### src/shared/cbiu_consts.svh
// constant values for the sixteen-bit cpu bus interface
`ifndef CBIU_CONSTS_SVH
`define CBIU_CONSTS_SVH
// physical address and data bus widths
`define CBIU_ADDR_W 24
`define CBIU_DATA_W 16
// reset identification in the d register, values are arbitrary
`define CBIU_COMPONENT_ID 8'h5a
`define CBIU_REVISION 8'h01
// extra processor clocks added to the base count
`define CBIU_PEN_TWO_REG 8'h01
`define CBIU_PEN_MIS 8'h02
`define CBIU_PEN_MIS_RMW 8'h04
`define CBIU_PEN_ODD32 8'h04
`define CBIU_PEN_ODD32_RMW 8'h08
// async inputs: nmi, maskable_interrupt_request, coproc request, busy, error, float
`define CBIU_ASYNC_W 6
`endif

### src/shared/cbiu_pkg.sv
// types shared by the sixteen-bit cpu bus interface
`include "cbiu_consts.svh"
package cbiu_pkg;
   // kind of access asked for by the execution core
   typedef enum logic [2:0] {
      K_MEM_RD, K_MEM_WR, K_IO_RD, K_IO_WR, K_FETCH, K_COP_RD, K_COP_WR
   } cbiu_kind_t;
   // bus sequencer states
   typedef enum logic [1:0] {ST_IDLE, ST_T1, ST_T2, ST_HOLD} cbiu_state_t;
   // one access from the core
   typedef struct packed {
      cbiu_kind_t kind;
      logic lock;
      logic [2:0] nbytes;
      logic [`CBIU_ADDR_W-1:0] addr;
      logic [31:0] wdata;
   } cbiu_req_t;
   // clock count figures of the instruction issuing the access
   typedef struct packed {
      logic [7:0] base_reg;
      logic [7:0] base_mem;
      logic mem_operand;
      logic two_reg;
      logic rmw;
   } cbiu_timing_t;
   // address and cycle definition pins
   typedef struct packed {
      logic [`CBIU_ADDR_W-2:0] addr;
      logic upper_byte_select_n;
      logic lower_byte_select_n;
      logic address_strobe_n;
      logic write;
      logic data_cycle;
      logic mem_cycle;
      logic lock_n;
   } cbiu_bus_t;
endpackage

### src/core/cbiu_top.sv
// bus interface unit of a 32-bit cpu with a 16-bit data bus
//
// Summary of operation
// - two byte select outputs mark the upper and lower data lanes used.
// - bus cycles are always sixteen bits wide; no bus size input.
// - next address request is honoured on any kind of bus cycle, but only when another piece of the same access follows.
// - after reset the d register holds component id high, revision low.
// - coprocessor cycles drive the top address line high with i/o type.
// - code prefetch reads two bytes in one sixteen-bit bus cycle.
// - physical addresses are 24 bits wide, 16 Mb of memory.
// - float input puts every output and two-way pin in high impedance.
// - interrupts, coprocessor, busy, error, float inputs are synchronised.
// - two register address components add one clock.
// - misaligned word or even doubleword adds 2, read-modify-write 4.
// - odd doubleword adds 4 clocks, read-modify-write adds 8.
// - register operand takes smaller count, memory operand the larger.
// - address and control change at phase one, write data at phase two.
// - ready, hold, busy, error, request, read data sampled phase one; float at every edge.
// - next address request and interrupts are sampled at phase two.
`timescale 1ns/10ps
`include "cbiu_consts.svh"
module cbiu_top #(
   parameter logic [7:0] COMPONENT_ID = `CBIU_COMPONENT_ID, // arbitrary
   parameter logic [7:0] REVISION = `CBIU_REVISION // arbitrary
) (
   input wire logic clk_i, // double rate clock
   input wire logic rst_b_i, // synchronous reset, active low
   input wire logic req_valid_i, // core access request
   input cbiu_pkg::cbiu_req_t req_i, // access description
   input cbiu_pkg::cbiu_timing_t timing_i, // instruction counts
   output logic req_ready_o, // access may be taken
   output logic done_o, // access finished, one cycle
   output logic [31:0] rdata_o, // read result, low aligned
   output logic [7:0] penalty_o, // clock count of last access
   input wire logic dreg_we_i, // core writes the d register
   input wire logic [15:0] dreg_wdata_i, // d register write value
   output logic [15:0] general_register_d_o, // d register
   output cbiu_pkg::cbiu_bus_t bus_o, // address and control pins
   output logic pins_oe_o, // enable for bus_o and hold ack
   output logic hold_acknowledge_o, // bus given away
   output logic [`CBIU_DATA_W-1:0] data_o, // write data pins
   output logic data_oe_o, // data pin enable
   input wire logic [`CBIU_DATA_W-1:0] data_i, // read data pins
   input wire logic ready_n_i, // cycle end, active low
   input wire logic hold_i, // bus request from outside
   input wire logic next_address_request_n_i, // pipelining request
   input wire logic nmi_i, // non-maskable interrupt, async
   input wire logic maskable_interrupt_request_i, // async
   input wire logic coprocessor_operand_request_i, // async
   input wire logic busy_n_i, // coprocessor busy, async
   input wire logic error_n_i, // coprocessor error, async
   input wire logic float_request_n_i, // float all pins, async
   output logic nmi_o, // sampled nmi
   output logic maskable_interrupt_o, // sampled interrupt request
   output logic [2:0] coproc_status_o // request, busy, error
);
   localparam int AW = `CBIU_ADDR_W;
   logic ph_two;
   logic [`CBIU_ASYNC_W-1:0] async_s;
   logic float_s;
   cbiu_pkg::cbiu_state_t state, next_state;
   logic [AW-1:0] cur_a, next_a, step_a;
   logic [2:0] cur_n, next_n, tot_n, next_tot_n, len, rest;
   logic pipe, next_pipe, ea_seen, next_ea_seen;
   cbiu_pkg::cbiu_kind_t kind, next_kind;
   logic [31:0] wbuf, next_wbuf, rbuf, next_rbuf, next_rdata;
   cbiu_pkg::cbiu_bus_t next_bus;
   logic next_done, next_req_ready, next_hold_ack, next_pins_oe;
   logic [7:0] next_pen, pen_w;
   logic [15:0] next_dreg;
   logic [`CBIU_DATA_W-1:0] next_data;
   logic next_data_oe, next_nmi, next_irq;
   logic [2:0] next_coproc;

   // bytes moved by one bus cycle; odd start or last byte is single
   function automatic logic [2:0] piece_len(input logic [AW-1:0] a,
                                            input logic [2:0] n);
      piece_len = (a[0] || n == 3'h1) ? 3'h1 : 3'h2;
   endfunction

   function automatic logic is_wr(input cbiu_pkg::cbiu_kind_t k);
      is_wr = k == cbiu_pkg::K_MEM_WR || k == cbiu_pkg::K_IO_WR ||
              k == cbiu_pkg::K_COP_WR;
   endfunction

   function automatic logic is_cop(input cbiu_pkg::cbiu_kind_t k);
      is_cop = k == cbiu_pkg::K_COP_RD || k == cbiu_pkg::K_COP_WR;
   endfunction

   // address phase pins of one piece, strobe asserted
   function automatic cbiu_pkg::cbiu_bus_t make_bus(
         input logic [AW-1:0] a, input logic [2:0] n,
         input cbiu_pkg::cbiu_kind_t k, input logic lk);
      cbiu_pkg::cbiu_bus_t b;
      logic word;
      word = piece_len(a, n) == 3'h2;
      b.addr = a[AW-1:1];
      // lanes from size and bit zero
      b.upper_byte_select_n = !(word || a[0]);
      b.lower_byte_select_n = a[0];
      b.address_strobe_n = 1'b0;
      b.write = is_wr(k);
      b.data_cycle = k != cbiu_pkg::K_FETCH;
      b.mem_cycle = k == cbiu_pkg::K_MEM_RD || k == cbiu_pkg::K_MEM_WR ||
                    k == cbiu_pkg::K_FETCH;
      b.lock_n = !lk;
      if (is_cop(k)) begin
         b.addr[AW-2] = 1'b1;
      end
      make_bus = b;
   endfunction

   // sync async pins, active low ones inverted first
   cbiu_sync #(.W(`CBIU_ASYNC_W)) u_sync (
      .clk_i(clk_i),
      .rst_b_i(rst_b_i),
      .async_i({nmi_i, maskable_interrupt_request_i,
                coprocessor_operand_request_i, !busy_n_i, !error_n_i,
                !float_request_n_i}),
      .sync_o(async_s)
   );
   assign float_s = async_s[0];

   cbiu_penalty u_penalty (
      .timing_i(timing_i),
      .addr_odd_i(req_i.addr[0]),
      .nbytes_i(req_i.nbytes),
      .clocks_o(pen_w)
   );

   // bus sequencer: state moves only on edges that open phase one
   always_comb begin
      next_state = state;
      next_a = cur_a;
      next_n = cur_n;
      next_tot_n = tot_n;
      next_pipe = pipe;
      next_ea_seen = ea_seen;
      next_kind = kind;
      next_wbuf = wbuf;
      next_rbuf = rbuf;
      next_rdata = rdata_o;
      next_bus = bus_o;
      next_done = 1'b0;
      next_pen = penalty_o;
      next_hold_ack = hold_acknowledge_o;
      len = piece_len(cur_a, cur_n);
      rest = cur_n - len;
      step_a = cur_a + {{(AW-3){1'b0}}, len};
      next_dreg = dreg_we_i ? dreg_wdata_i : general_register_d_o;
      // next address sampled at phase two
      if (!ph_two && (state == cbiu_pkg::ST_T1 || state == cbiu_pkg::ST_T2)
          && !next_address_request_n_i) begin
         next_ea_seen = 1'b1;
      end
      if (ph_two) begin
         case (state)
            cbiu_pkg::ST_IDLE: begin
               if (hold_i) begin
                  next_state = cbiu_pkg::ST_HOLD;
                  next_hold_ack = 1'b1;
               end else if (req_valid_i && req_ready_o) begin
                  next_kind = req_i.kind;
                  next_wbuf = req_i.wdata;
                  next_pen = pen_w;
                  next_ea_seen = 1'b0;
                  if (req_i.kind == cbiu_pkg::K_FETCH) begin
                     next_a = {req_i.addr[AW-1:1], 1'b0};
                     next_n = 3'h2;
                  end else begin
                     next_a = req_i.addr;
                     next_n = req_i.nbytes;
                  end
                  next_tot_n = next_n;
                  next_bus = make_bus(next_a, next_n, req_i.kind, req_i.lock);
                  next_state = cbiu_pkg::ST_T1;
               end
            end
            cbiu_pkg::ST_T1: begin
               next_bus.address_strobe_n = 1'b1;
               next_state = cbiu_pkg::ST_T2;
            end
            cbiu_pkg::ST_T2: begin
               next_bus.address_strobe_n = 1'b1;
               // ready and read data at phase one
               if (!ready_n_i) begin
                  next_rbuf = (len == 3'h2) ? {data_i, rbuf[31:16]} :
                     {(cur_a[0] ? data_i[15:8] : data_i[7:0]), rbuf[31:8]};
                  next_wbuf = (len == 3'h2) ? {16'h0000, wbuf[31:16]} :
                                              {8'h00, wbuf[31:8]};
                  next_ea_seen = 1'b0;
                  if (rest != 3'h0) begin
                     next_a = step_a;
                     next_n = rest;
                     if (pipe) begin
                        next_pipe = 1'b0;
                     end else begin
                        next_bus = make_bus(step_a, rest, kind, !bus_o.lock_n);
                        next_state = cbiu_pkg::ST_T1;
                     end
                  end else begin
                     case (tot_n)
                        3'h1: next_rdata = {24'h000000, next_rbuf[31:24]};
                        3'h2: next_rdata = {16'h0000, next_rbuf[31:16]};
                        default: next_rdata = next_rbuf;
                     endcase
                     next_done = 1'b1;
                     next_pipe = 1'b0;
                     next_bus.lock_n = 1'b1;
                     next_state = cbiu_pkg::ST_IDLE;
                  end
               end else if (!pipe && ea_seen && rest != 3'h0) begin
                  // early address on any cycle kind
                  next_bus = make_bus(step_a, rest, kind, !bus_o.lock_n);
                  next_pipe = 1'b1;
                  next_ea_seen = 1'b0;
               end
            end
            cbiu_pkg::ST_HOLD: begin
               if (!hold_i) begin
                  next_state = cbiu_pkg::ST_IDLE;
                  next_hold_ack = 1'b0;
               end
            end
            default: next_state = cbiu_pkg::ST_IDLE;
         endcase
      end
      // float and hold release the pins
      next_pins_oe = ph_two ? (!float_s && next_state != cbiu_pkg::ST_HOLD)
                            : (pins_oe_o && !float_s);
      // offered only for phase two cycles so a take opens phase one
      next_req_ready = next_state == cbiu_pkg::ST_IDLE && !ph_two;
   end

   // sequencer registers; bus_o moves at phase one only, done_o is high in phase one only
   always_ff @(posedge clk_i) begin
      if (!rst_b_i) begin
         ph_two <= 1'b0;
         state <= cbiu_pkg::ST_IDLE;
         cur_a <= '0;
         cur_n <= 3'h0;
         tot_n <= 3'h0;
         pipe <= 1'b0;
         ea_seen <= 1'b0;
         kind <= cbiu_pkg::K_MEM_RD;
         wbuf <= 32'h00000000;
         rbuf <= 32'h00000000;
         rdata_o <= 32'h00000000;
         bus_o <= '{addr: '0, default: 1'b1};
         done_o <= 1'b0;
         penalty_o <= 8'h00;
         hold_acknowledge_o <= 1'b0;
         pins_oe_o <= 1'b0;
         req_ready_o <= 1'b0;
         general_register_d_o <= {COMPONENT_ID, REVISION};
      end else begin
         ph_two <= !ph_two;
         state <= next_state;
         cur_a <= next_a;
         cur_n <= next_n;
         tot_n <= next_tot_n;
         pipe <= next_pipe;
         ea_seen <= next_ea_seen;
         kind <= next_kind;
         wbuf <= next_wbuf;
         rbuf <= next_rbuf;
         rdata_o <= next_rdata;
         bus_o <= next_bus;
         done_o <= next_done;
         penalty_o <= next_pen;
         hold_acknowledge_o <= next_hold_ack;
         pins_oe_o <= next_pins_oe;
         req_ready_o <= next_req_ready;
         general_register_d_o <= next_dreg;
      end
   end

   // write data and sampled side inputs
   always_comb begin
      next_data = data_o;
      next_data_oe = data_oe_o;
      next_nmi = nmi_o;
      next_irq = maskable_interrupt_o;
      next_coproc = coproc_status_o;
      if (!ph_two) begin
         // write data moves at phase two; lanes fixed at 16
         next_data = (len == 3'h2) ? wbuf[15:0] :
            (cur_a[0] ? {wbuf[7:0], 8'h00} : {8'h00, wbuf[7:0]});
         next_data_oe = (state == cbiu_pkg::ST_T1 ||
                         state == cbiu_pkg::ST_T2) && is_wr(kind);
         next_nmi = async_s[5];
         next_irq = async_s[4];
      end else begin
         next_coproc = async_s[3:1];
      end
      if (float_s) begin
         next_data_oe = 1'b0;
      end
   end

   always_ff @(posedge clk_i) begin
      if (!rst_b_i) begin
         data_o <= '0;
         data_oe_o <= 1'b0;
         nmi_o <= 1'b0;
         maskable_interrupt_o <= 1'b0;
         coproc_status_o <= 3'h0;
      end else begin
         data_o <= next_data;
         data_oe_o <= next_data_oe;
         nmi_o <= next_nmi;
         maskable_interrupt_o <= next_irq;
         coproc_status_o <= next_coproc;
      end
   end
endmodule

### src/core/cbiu_sync.sv
// two flip-flop synchroniser for inputs asynchronous to the clock
`timescale 1ns/10ps
`include "cbiu_consts.svh"
module cbiu_sync #(
   parameter int W = `CBIU_ASYNC_W
) (
   input wire logic clk_i, // double rate clock
   input wire logic rst_b_i, // synchronous reset, active low
   input wire logic [W-1:0] async_i, // asynchronous levels, active high
   output logic [W-1:0] sync_o // synchronised levels
);
   logic [W-1:0] meta;
   logic [W-1:0] next_meta;
   logic [W-1:0] next_sync;

   // first stage is read only by the second stage
   always_comb begin
      next_meta = async_i;
      next_sync = meta;
   end

   always_ff @(posedge clk_i) begin
      if (!rst_b_i) begin
         meta <= '0;
         sync_o <= '0;
      end else begin
         meta <= next_meta;
         sync_o <= next_sync;
      end
   end
endmodule

### src/core/cbiu_penalty.sv
// clock count of an access: base count plus address penalties
`timescale 1ns/10ps
`include "cbiu_consts.svh"
module cbiu_penalty (
   input cbiu_pkg::cbiu_timing_t timing_i, // counts and operand flags
   input wire logic addr_odd_i, // operand address is odd
   input wire logic [2:0] nbytes_i, // operand size in bytes
   output logic [7:0] clocks_o // total processor clocks
);
   logic [7:0] base;
   logic [7:0] ea_extra;
   logic [7:0] align_extra;

   always_comb begin
      base = timing_i.mem_operand ? timing_i.base_mem : timing_i.base_reg;
      ea_extra = timing_i.two_reg ? `CBIU_PEN_TWO_REG : 8'h00;
      align_extra = 8'h00;
      if (timing_i.mem_operand) begin
         if (nbytes_i == 3'h4 && addr_odd_i) begin
            align_extra = timing_i.rmw ? `CBIU_PEN_ODD32_RMW
                                       : `CBIU_PEN_ODD32;
         end else if (nbytes_i == 3'h4 || (nbytes_i == 3'h2 && addr_odd_i)) begin
            align_extra = timing_i.rmw ? `CBIU_PEN_MIS_RMW : `CBIU_PEN_MIS;
         end
      end
      // saturating is not needed: base counts stay far below the limit
      clocks_o = 8'(base + ea_extra + align_extra);
   end
endmodule

### config.mk
export PLATFORM = sky130hd
export DESIGN_NAME = cbiu_top
export DESIGN_NICKNAME = d
export VERILOG_FILES = /design/src/shared/cbiu_pkg.sv /design/src/core/cbiu_top.sv /design/src/core/cbiu_sync.sv /design/src/core/cbiu_penalty.sv
export VERILOG_INCLUDE_DIRS = /design/src /design/src/shared
export SDC_FILE = /design/constraint.sdc
export NUM_CORES = 1
export LEC_CHECK = 0
export BUFFER_PORTS_ARGS = -buffer_cell sky130_fd_sc_hd__buf_2
export CAP_MARGIN = 20
export CORE_AREA = 5 5 119 178
export DETAILED_ROUTE_END_ITERATION = 12
export DIE_AREA = 0 0 124 183
export GPL_TIMING_DRIVEN = 0
export PLACE_DENSITY_LB_ADDON = 0.12
export SLEW_MARGIN = 20
export SYNTH_ARGS = -nofsm -noshare
export SYNTH_HDL_FRONTEND = slang
export SYNTH_SLANG_ARGS = --single-unit
### constraint.sdc
create_clock -name clk_i -period 4.1 [get_ports clk_i]
set_clock_uncertainty 0.05 [all_clocks]
set_input_delay 0.615 -clock clk_i [delete_from_list [all_inputs] [get_ports clk_i]]
set_output_delay 0.615 -clock clk_i [all_outputs]
set_load 0.005 [all_outputs]
### Word-level counts from Yosys, hierarchy flattened

Cells that the tools add are included.

* register bits after elaboration: 226
* bits in latches: 0
* memory bits (writable): 0
* ROM bits: 0
* output and inout bits: 112
* logic and storage cells: 211
* memories kept: 0

* add/sub/neg operators: 4
* multiply operators: 0
* divide/modulo/power cells: 0
* $lt $le $gt $ge: 0
* equality and inequality tests: 37
* shift operators: 0
* multiplexer cells: 74
* bitwise logic cells: 6
* reduce and logical (&&, ||, !) cells: 58

Operators by type and width (count)
* $mux 24: 9
* $mux 30: 5
* $mux 32: 4
* $pmux 32 s2: 2
* $pmux 25 s2: 1
* $pmux 24 s2: 1
* $mux 8: 5
* $mux 16: 2
* $mux 3: 10
* $mux 29: 1
* $add 24x2->24: 1
* $eq 3x3->1 const B: 7
* $mux 2: 10
* $eq 3x1->1 const B: 6
* $logic_or 1x1->1: 17
* $mux 1: 17
* $add 8x8->8: 2
* $reduce_and 4->1: 4
* $ne 2x2->1 const B: 7
* $eq 3x2->1 const B: 4
* $reduce_and 6->1: 2
* $logic_and 1x1->1: 11
* $eq 2x2->1 const B: 5
* $logic_not 1->1: 10
* other kinds (21): 36

### Logic depth before layout (Yosys ltp)

* word-level depth: 15
* mapped depth: 13

### Modules after synthesis

A second synthesis with hierarchy kept.

* cells, all modules: 1272
* area, all modules: 11058.1 um2

By module, submodules not included
* cbiu_top: times used 1, cells each 1201, area an instance 10342.4 um2, sequential area each 4124.0 um2
* cbiu_penalty: times used 1, cells each 46, area an instance 379.1 um2, sequential area each 0.0 um2
* cbiu_sync: times used 1, cells each 25, area an instance 336.6 um2, sequential area each 240.2 um2

### Worst setup path after synthesis

Ideal clock, no wire load.

* path kind: reg2reg
* start point: register cur_n[2]
* end point: register cur_a[16]
* library setup time: 0.115 ns
* arrival: 2.842 ns
* setup slack: 1.094 ns
* cell stages (with the launch flop): 14
* cell sequence: dfxtp_1 -> clkbuf_2 -> nor2_1 -> a21o_1 -> inv_1 -> clkbuf_1 -> fa_1 -> xnor2_1 -> o2111ai_1 -> buf_2 -> a31oi_4 -> buf_2 -> a21oi_1 -> o21a_1

* longest elaborated chain between the ends: 7
* elaborated cells between the ends (all ways): 11
* those cells by class: 2 x add/sub; 2 x eq/ne; 4 x mux; 3 x reduce/logical

RTL lines
* start, declared: line cbiu_top.sv:63 `logic [2:0] cur_n, next_n, tot_n, next_tot_n, len, rest;`
* start signal, assigned: line cbiu_top.sv:260 `cur_n <= next_n;`
* $eq 3x1->1: line cbiu_top.sv:78 `piece_len = (a[0] || n == 3'h1) ? 3'h1 : 3'h2;`
* $logic_or 1x1->1: line cbiu_top.sv:78
* $mux 2: line cbiu_top.sv:78
* $add 24x2->24 / $sub 3x2->3 (equally long branches): line cbiu_top.sv:149, cbiu_top.sv:148
* $mux 24 / $reduce_bool 3->1 (equally long branches): line cbiu_top.sv:192 `if (rest != 3'h0) begin`
* $mux 24 / $ne 2x1->1 (equally long branches)
* $pmux 24 s2 / $reduce_and 6->1 (equally long branches)
* end signal, assigned: line cbiu_top.sv:259 `cur_a <= next_a;`
* end, declared: line cbiu_top.sv:62 `logic [AW-1:0] cur_a, next_a, step_a;`

Parallel ways exist; a longest one is shown, timed or not. The select of a mux whose other input is x is not followed.
A chain may end at the register's enable or synchronous reset.

### Final worst setup path

* start point: register cur_n[2]
* end point: register bus_o[6] (netlist name)

* longest elaborated chain between the ends: 14
* elaborated cells between the ends (all ways): 21
* those cells by class: 2 x add/sub; 5 x eq/ne; 7 x mux; 7 x reduce/logical

RTL lines
* branches (longest 14 deep; another with $add 24x2->24)
* end signal, assigned: line cbiu_top.sv:268 `bus_o <= next_bus;`
* end, declared: line cbiu_top.sv:38 `output cbiu_pkg::cbiu_bus_t bus_o,`

Parallel ways; which one is timed is not known. The select of a mux whose other input is x is not followed.

==> impl_results.md <==
- Status: complete, no violations
- Crit path to: bus_o[6]
- Crit-path max FO: 10
- P&R area growth vs syn: 21.7%
- Pwr/cell area: a little under 400 mW/mm²
- FF-to-FF setup slack: between 0.3 and 0.4 ns
- # rows: 63
- Post-synth cell types: 65
- Highest clock rate: between 200 and 300 MHz
- Crit. path cell count: 11
- Vias per cell: about 6
- Placement Cell Area: 0.0118 mm²
- Syn Area/Cell: between 8 and 9 µm²
- RR Startpoint: cur_n[2]
- Async SR Flop Fraction: 0
- Initial antenna violation count: 1
- Skew-Pair Late Insertion Delay: ~0.51 ns
- Tot Pwr: 0.00485 W
- Hold Startpoint: error_n_i
- TritonCTS clock tree: built
- Final wirelength: roughly 35000 µm
- GRT Total Usage: 0.303
- Post-DP HPWL: approximately 26000 µm
- Critical Path RT: about 4.4 ns
- Setup crit start kind: flip-flop
- Syn. warnings: 0
- Max_cap viols: 0
- Hold Crit Class: in2reg
- Mapped cell area: between 0.01 and 0.015 mm²
- WHS: ~0.2 ns
- Final ANT Viol Nets: 0
- Mapped Nets: 1360
- Final Instance Area: ~0.013 mm²
- CTS root buffer: clkbuf_16
- First-pass GRT wire length: roughly 55000 µm
- Seq/Total Area, Yosys: 0.423
- Slew Limit Fails: 0
- Htree depth: 1
- Actual slew at the worst max-slew pin: 0.973 ns
- Worst slew margin: 0.348
- Dominant synthesized flop cell: dfxtp_1
- IO Pins: approximately 240
- Crit Path Class: reg2reg
- R2R cell count: 11
- Pin count of the biggest net entering global routing: 16
- Die Width: 124 µm
- Ratio of cells with drive above 1 in the final layout: 0.230
- Crit path capture type: flip-flop
- Power share of the combinational group: 0.121
- Routed len/inst: about 20 µm
- EDFF count, synth: 0
- Layout fillers: 1749
- Static Leak: between 5 and 6 nW
- Reg-to-Reg End: bus_o[6]
- Initial Util: 0.530
- Routability cong.: approximately 0.98
- Delay-heaviest family, CP: compound AO/OA/AOI/OAI gates
- Non-Filler Instances: between 1500 and 2000
- I/O Buffers: 233
- Switching share of total power: 0.261
- Seq pwr share: 0.455
- Final Critical Period: 3.79 ns
- Final Util: 0.645
- Slowest Stage Delay on Critical Path: around 0.51 ns
- GRT Residual Overflow: 0
- Switching power total: 0.00127 W
- Final setup vio count: 0
- Bufs and invs on worst path: 3
- Detailed Route Iter0 Violations: 981
- Post-route clock period utilization: 0.925
- Drt drc: 0
- Internal power: around 0.0036 W
- Maximum VDD drop: 0.000343 V
- Final Hold Fails: 0
- Clock share of power: 0.424
- Worst EP arrival: around 4.1 ns
- Maximum root-to-sink buffer count: 3
- CTS buffer count: 21
- Synth Instances: 1222
- Register bit count reported by yosys: 218
- Placed Cells: 1715
- RSZ-0062 raised after global routing: no
- Worst path cell trace: clkbuf_2, nor2_1, a21o_1, clkinvlp_4, fa_1, xnor2_1, o2111a_1, or3_1, clkbuf_1, a311oi_1, o21ai_0
- Vias in the first global route: 10377
- Slowest CP cell: fa_1
- Nets: 1617
- First-pass iteration count of the detailed router: 6
- Diodes inserted: 0
- Die Area: 0.0227 mm²
- CP Launch Point: cur_n[2]
- Core Area: slightly below 0.02 mm²
- Chip height: roughly 180 µm
- Clk slew on worst S/H paths: roughly 0.07 ns
- Total number of vias: approximately 11000
- CTS sink cnt: between 200 and 250
-- cell usage after synthesis, drive strengths merged (26+ instances only) --
library cell / instances / share of area
nand3: 37 / 0.018
a211oi: 30 / 0.022
a31oi: 26 / 0.017
dfxtp: 218 / 0.42
nor2b: 27 / 0.016
nor2: 132 / 0.048
o21ai: 73 / 0.035
nor3: 40 / 0.020
mux2i: 50 / 0.048
clkbuf: 75 / 0.028
a21oi: 84 / 0.041
nand2: 108 / 0.039
-- timing repair --
item                                   in CTS  in global routing
gates resized for setup                     2                  2
buffers inserted                            0                  2
gates cloned                                0                  0
endpoints found under the hold margin       0                  0
setup endpoints to repair                  19                 64
hold buffers                                0                  0
-- per-stage QoR --
step | setup WS (ns) | TNS (ns)
2_1_floorplan | 1.09 | 0
3_3_place_gp | -0.0128 | -0.0430
3_5_place_dp | -0.0140 | -0.0574
4_1_cts | 0.0256 | 0
5_1_grt | 0.0799 | 0
6_report | 0.308 | 0
-- state kept, by name (all words and copies together), names as in the netlist, 2 cells and up --
signal,count
general_register_d_o,16
penalty_o,8
tot_n,3
coproc_status_o,3
bus_o,30
rbuf,24
wbuf,32
cur_a,24
u_sync.sync_o,6
kind,3
rdata_o,32
u_sync.meta,6
state,2
cur_n,3
data_o,16
-- final cells by class --
class | instances | area (µm²) | area share
buffer | 99 | 397 | 0.0316
clock inverter | 10 | 134 | 0.0107
sequential | 218 | 4360 | 0.347
timing repair buffer | 235 | 1180 | 0.0940
tap | 260 | 325 | 0.0259
multi-input combinational | 883 | 5500 | 0.438
clock buffer | 28 | 582 | 0.0463
inverter | 21 | 82.6 | 0.00657
-- cell usage in the layout (no fill, tap or decap), types with 11 or more instances in the layout --
cell type and n:
buf_2 250, dfxtp_1 218, nor2_1 132, nand2_1 108, a21oi_1 83, clkbuf_1 75
o21ai_0 72, mux2i_1 50, nor3_1 37, nand3_1 36, a211oi_1 30, nor2b_1 27
a31oi_1 25, mux2_2 21, clkbuf_16 21, inv_1 20, a31o_2 18, o2bb2ai_1 17
xnor2_1 15, and3_1 14, and2_1 14, a22oi_1 14, a221oi_1 13, o211ai_1 12
xor2_1 11
-- routing by layer --
layer,track usage,wire (µm),vias up,part of all wire
met3,0.0515,2930,119,0.083
met4,0.149,1880,2,0.053
met5,0,17,-,0.00048
li1,-,-,4930,-
met1,0.354,13000,4994,0.37
met2,0.528,17300,519,0.49
-- worst register-to-register path, delay by kind of cell (launching register included) --
family	cells	cell delay (ns)
AOI/OAI and AO/OA	4	1.18
xor gates and xnor gates	1	0.20
adders and majority gates	1	0.51
buffers and inverters	3	0.70
DFF	1	0.30
and+or+nand+nor	2	0.72
-- cell families after synthesis --
logic type / synth area share
fa+ha+maj: 0.0148
buf+inv: 0.0463
simple gates: 0.201
xor+xnor: 0.0221
compound gates: 0.221
mux: 0.0714
flops: 0.423
-- worst min-delay path by stage --
stage          slack, ns                to  cells past startpoint
6_report            0.20    u_sync.meta[1]                      2
5_1_grt             0.20    u_sync.meta[0]                      2
4_1_cts             0.19    u_sync.meta[1]                      2
3_5_place_dp        0.37  u_sync.sync_o[1]                      1
3_3_place_gp        0.36  u_sync.sync_o[2]                      1
2_1_floorplan       0.34         data_oe_o                      1
-- power by group through the flow --
stage	Combinational (W)	Clock (W)	Sequential, W
6_report	0.000586	0.00206	0.00221
5_1_grt	0.000635	0.00216	0.00221
4_1_cts	0.000574	0.00208	0.00221
3_5_place_dp	0.000570	0	0.00225
3_3_place_gp	0.000565	0	0.00225
2_1_floorplan	0.000339	0	0.00225
No activity file was read; power rests on OpenSTA's default activity.
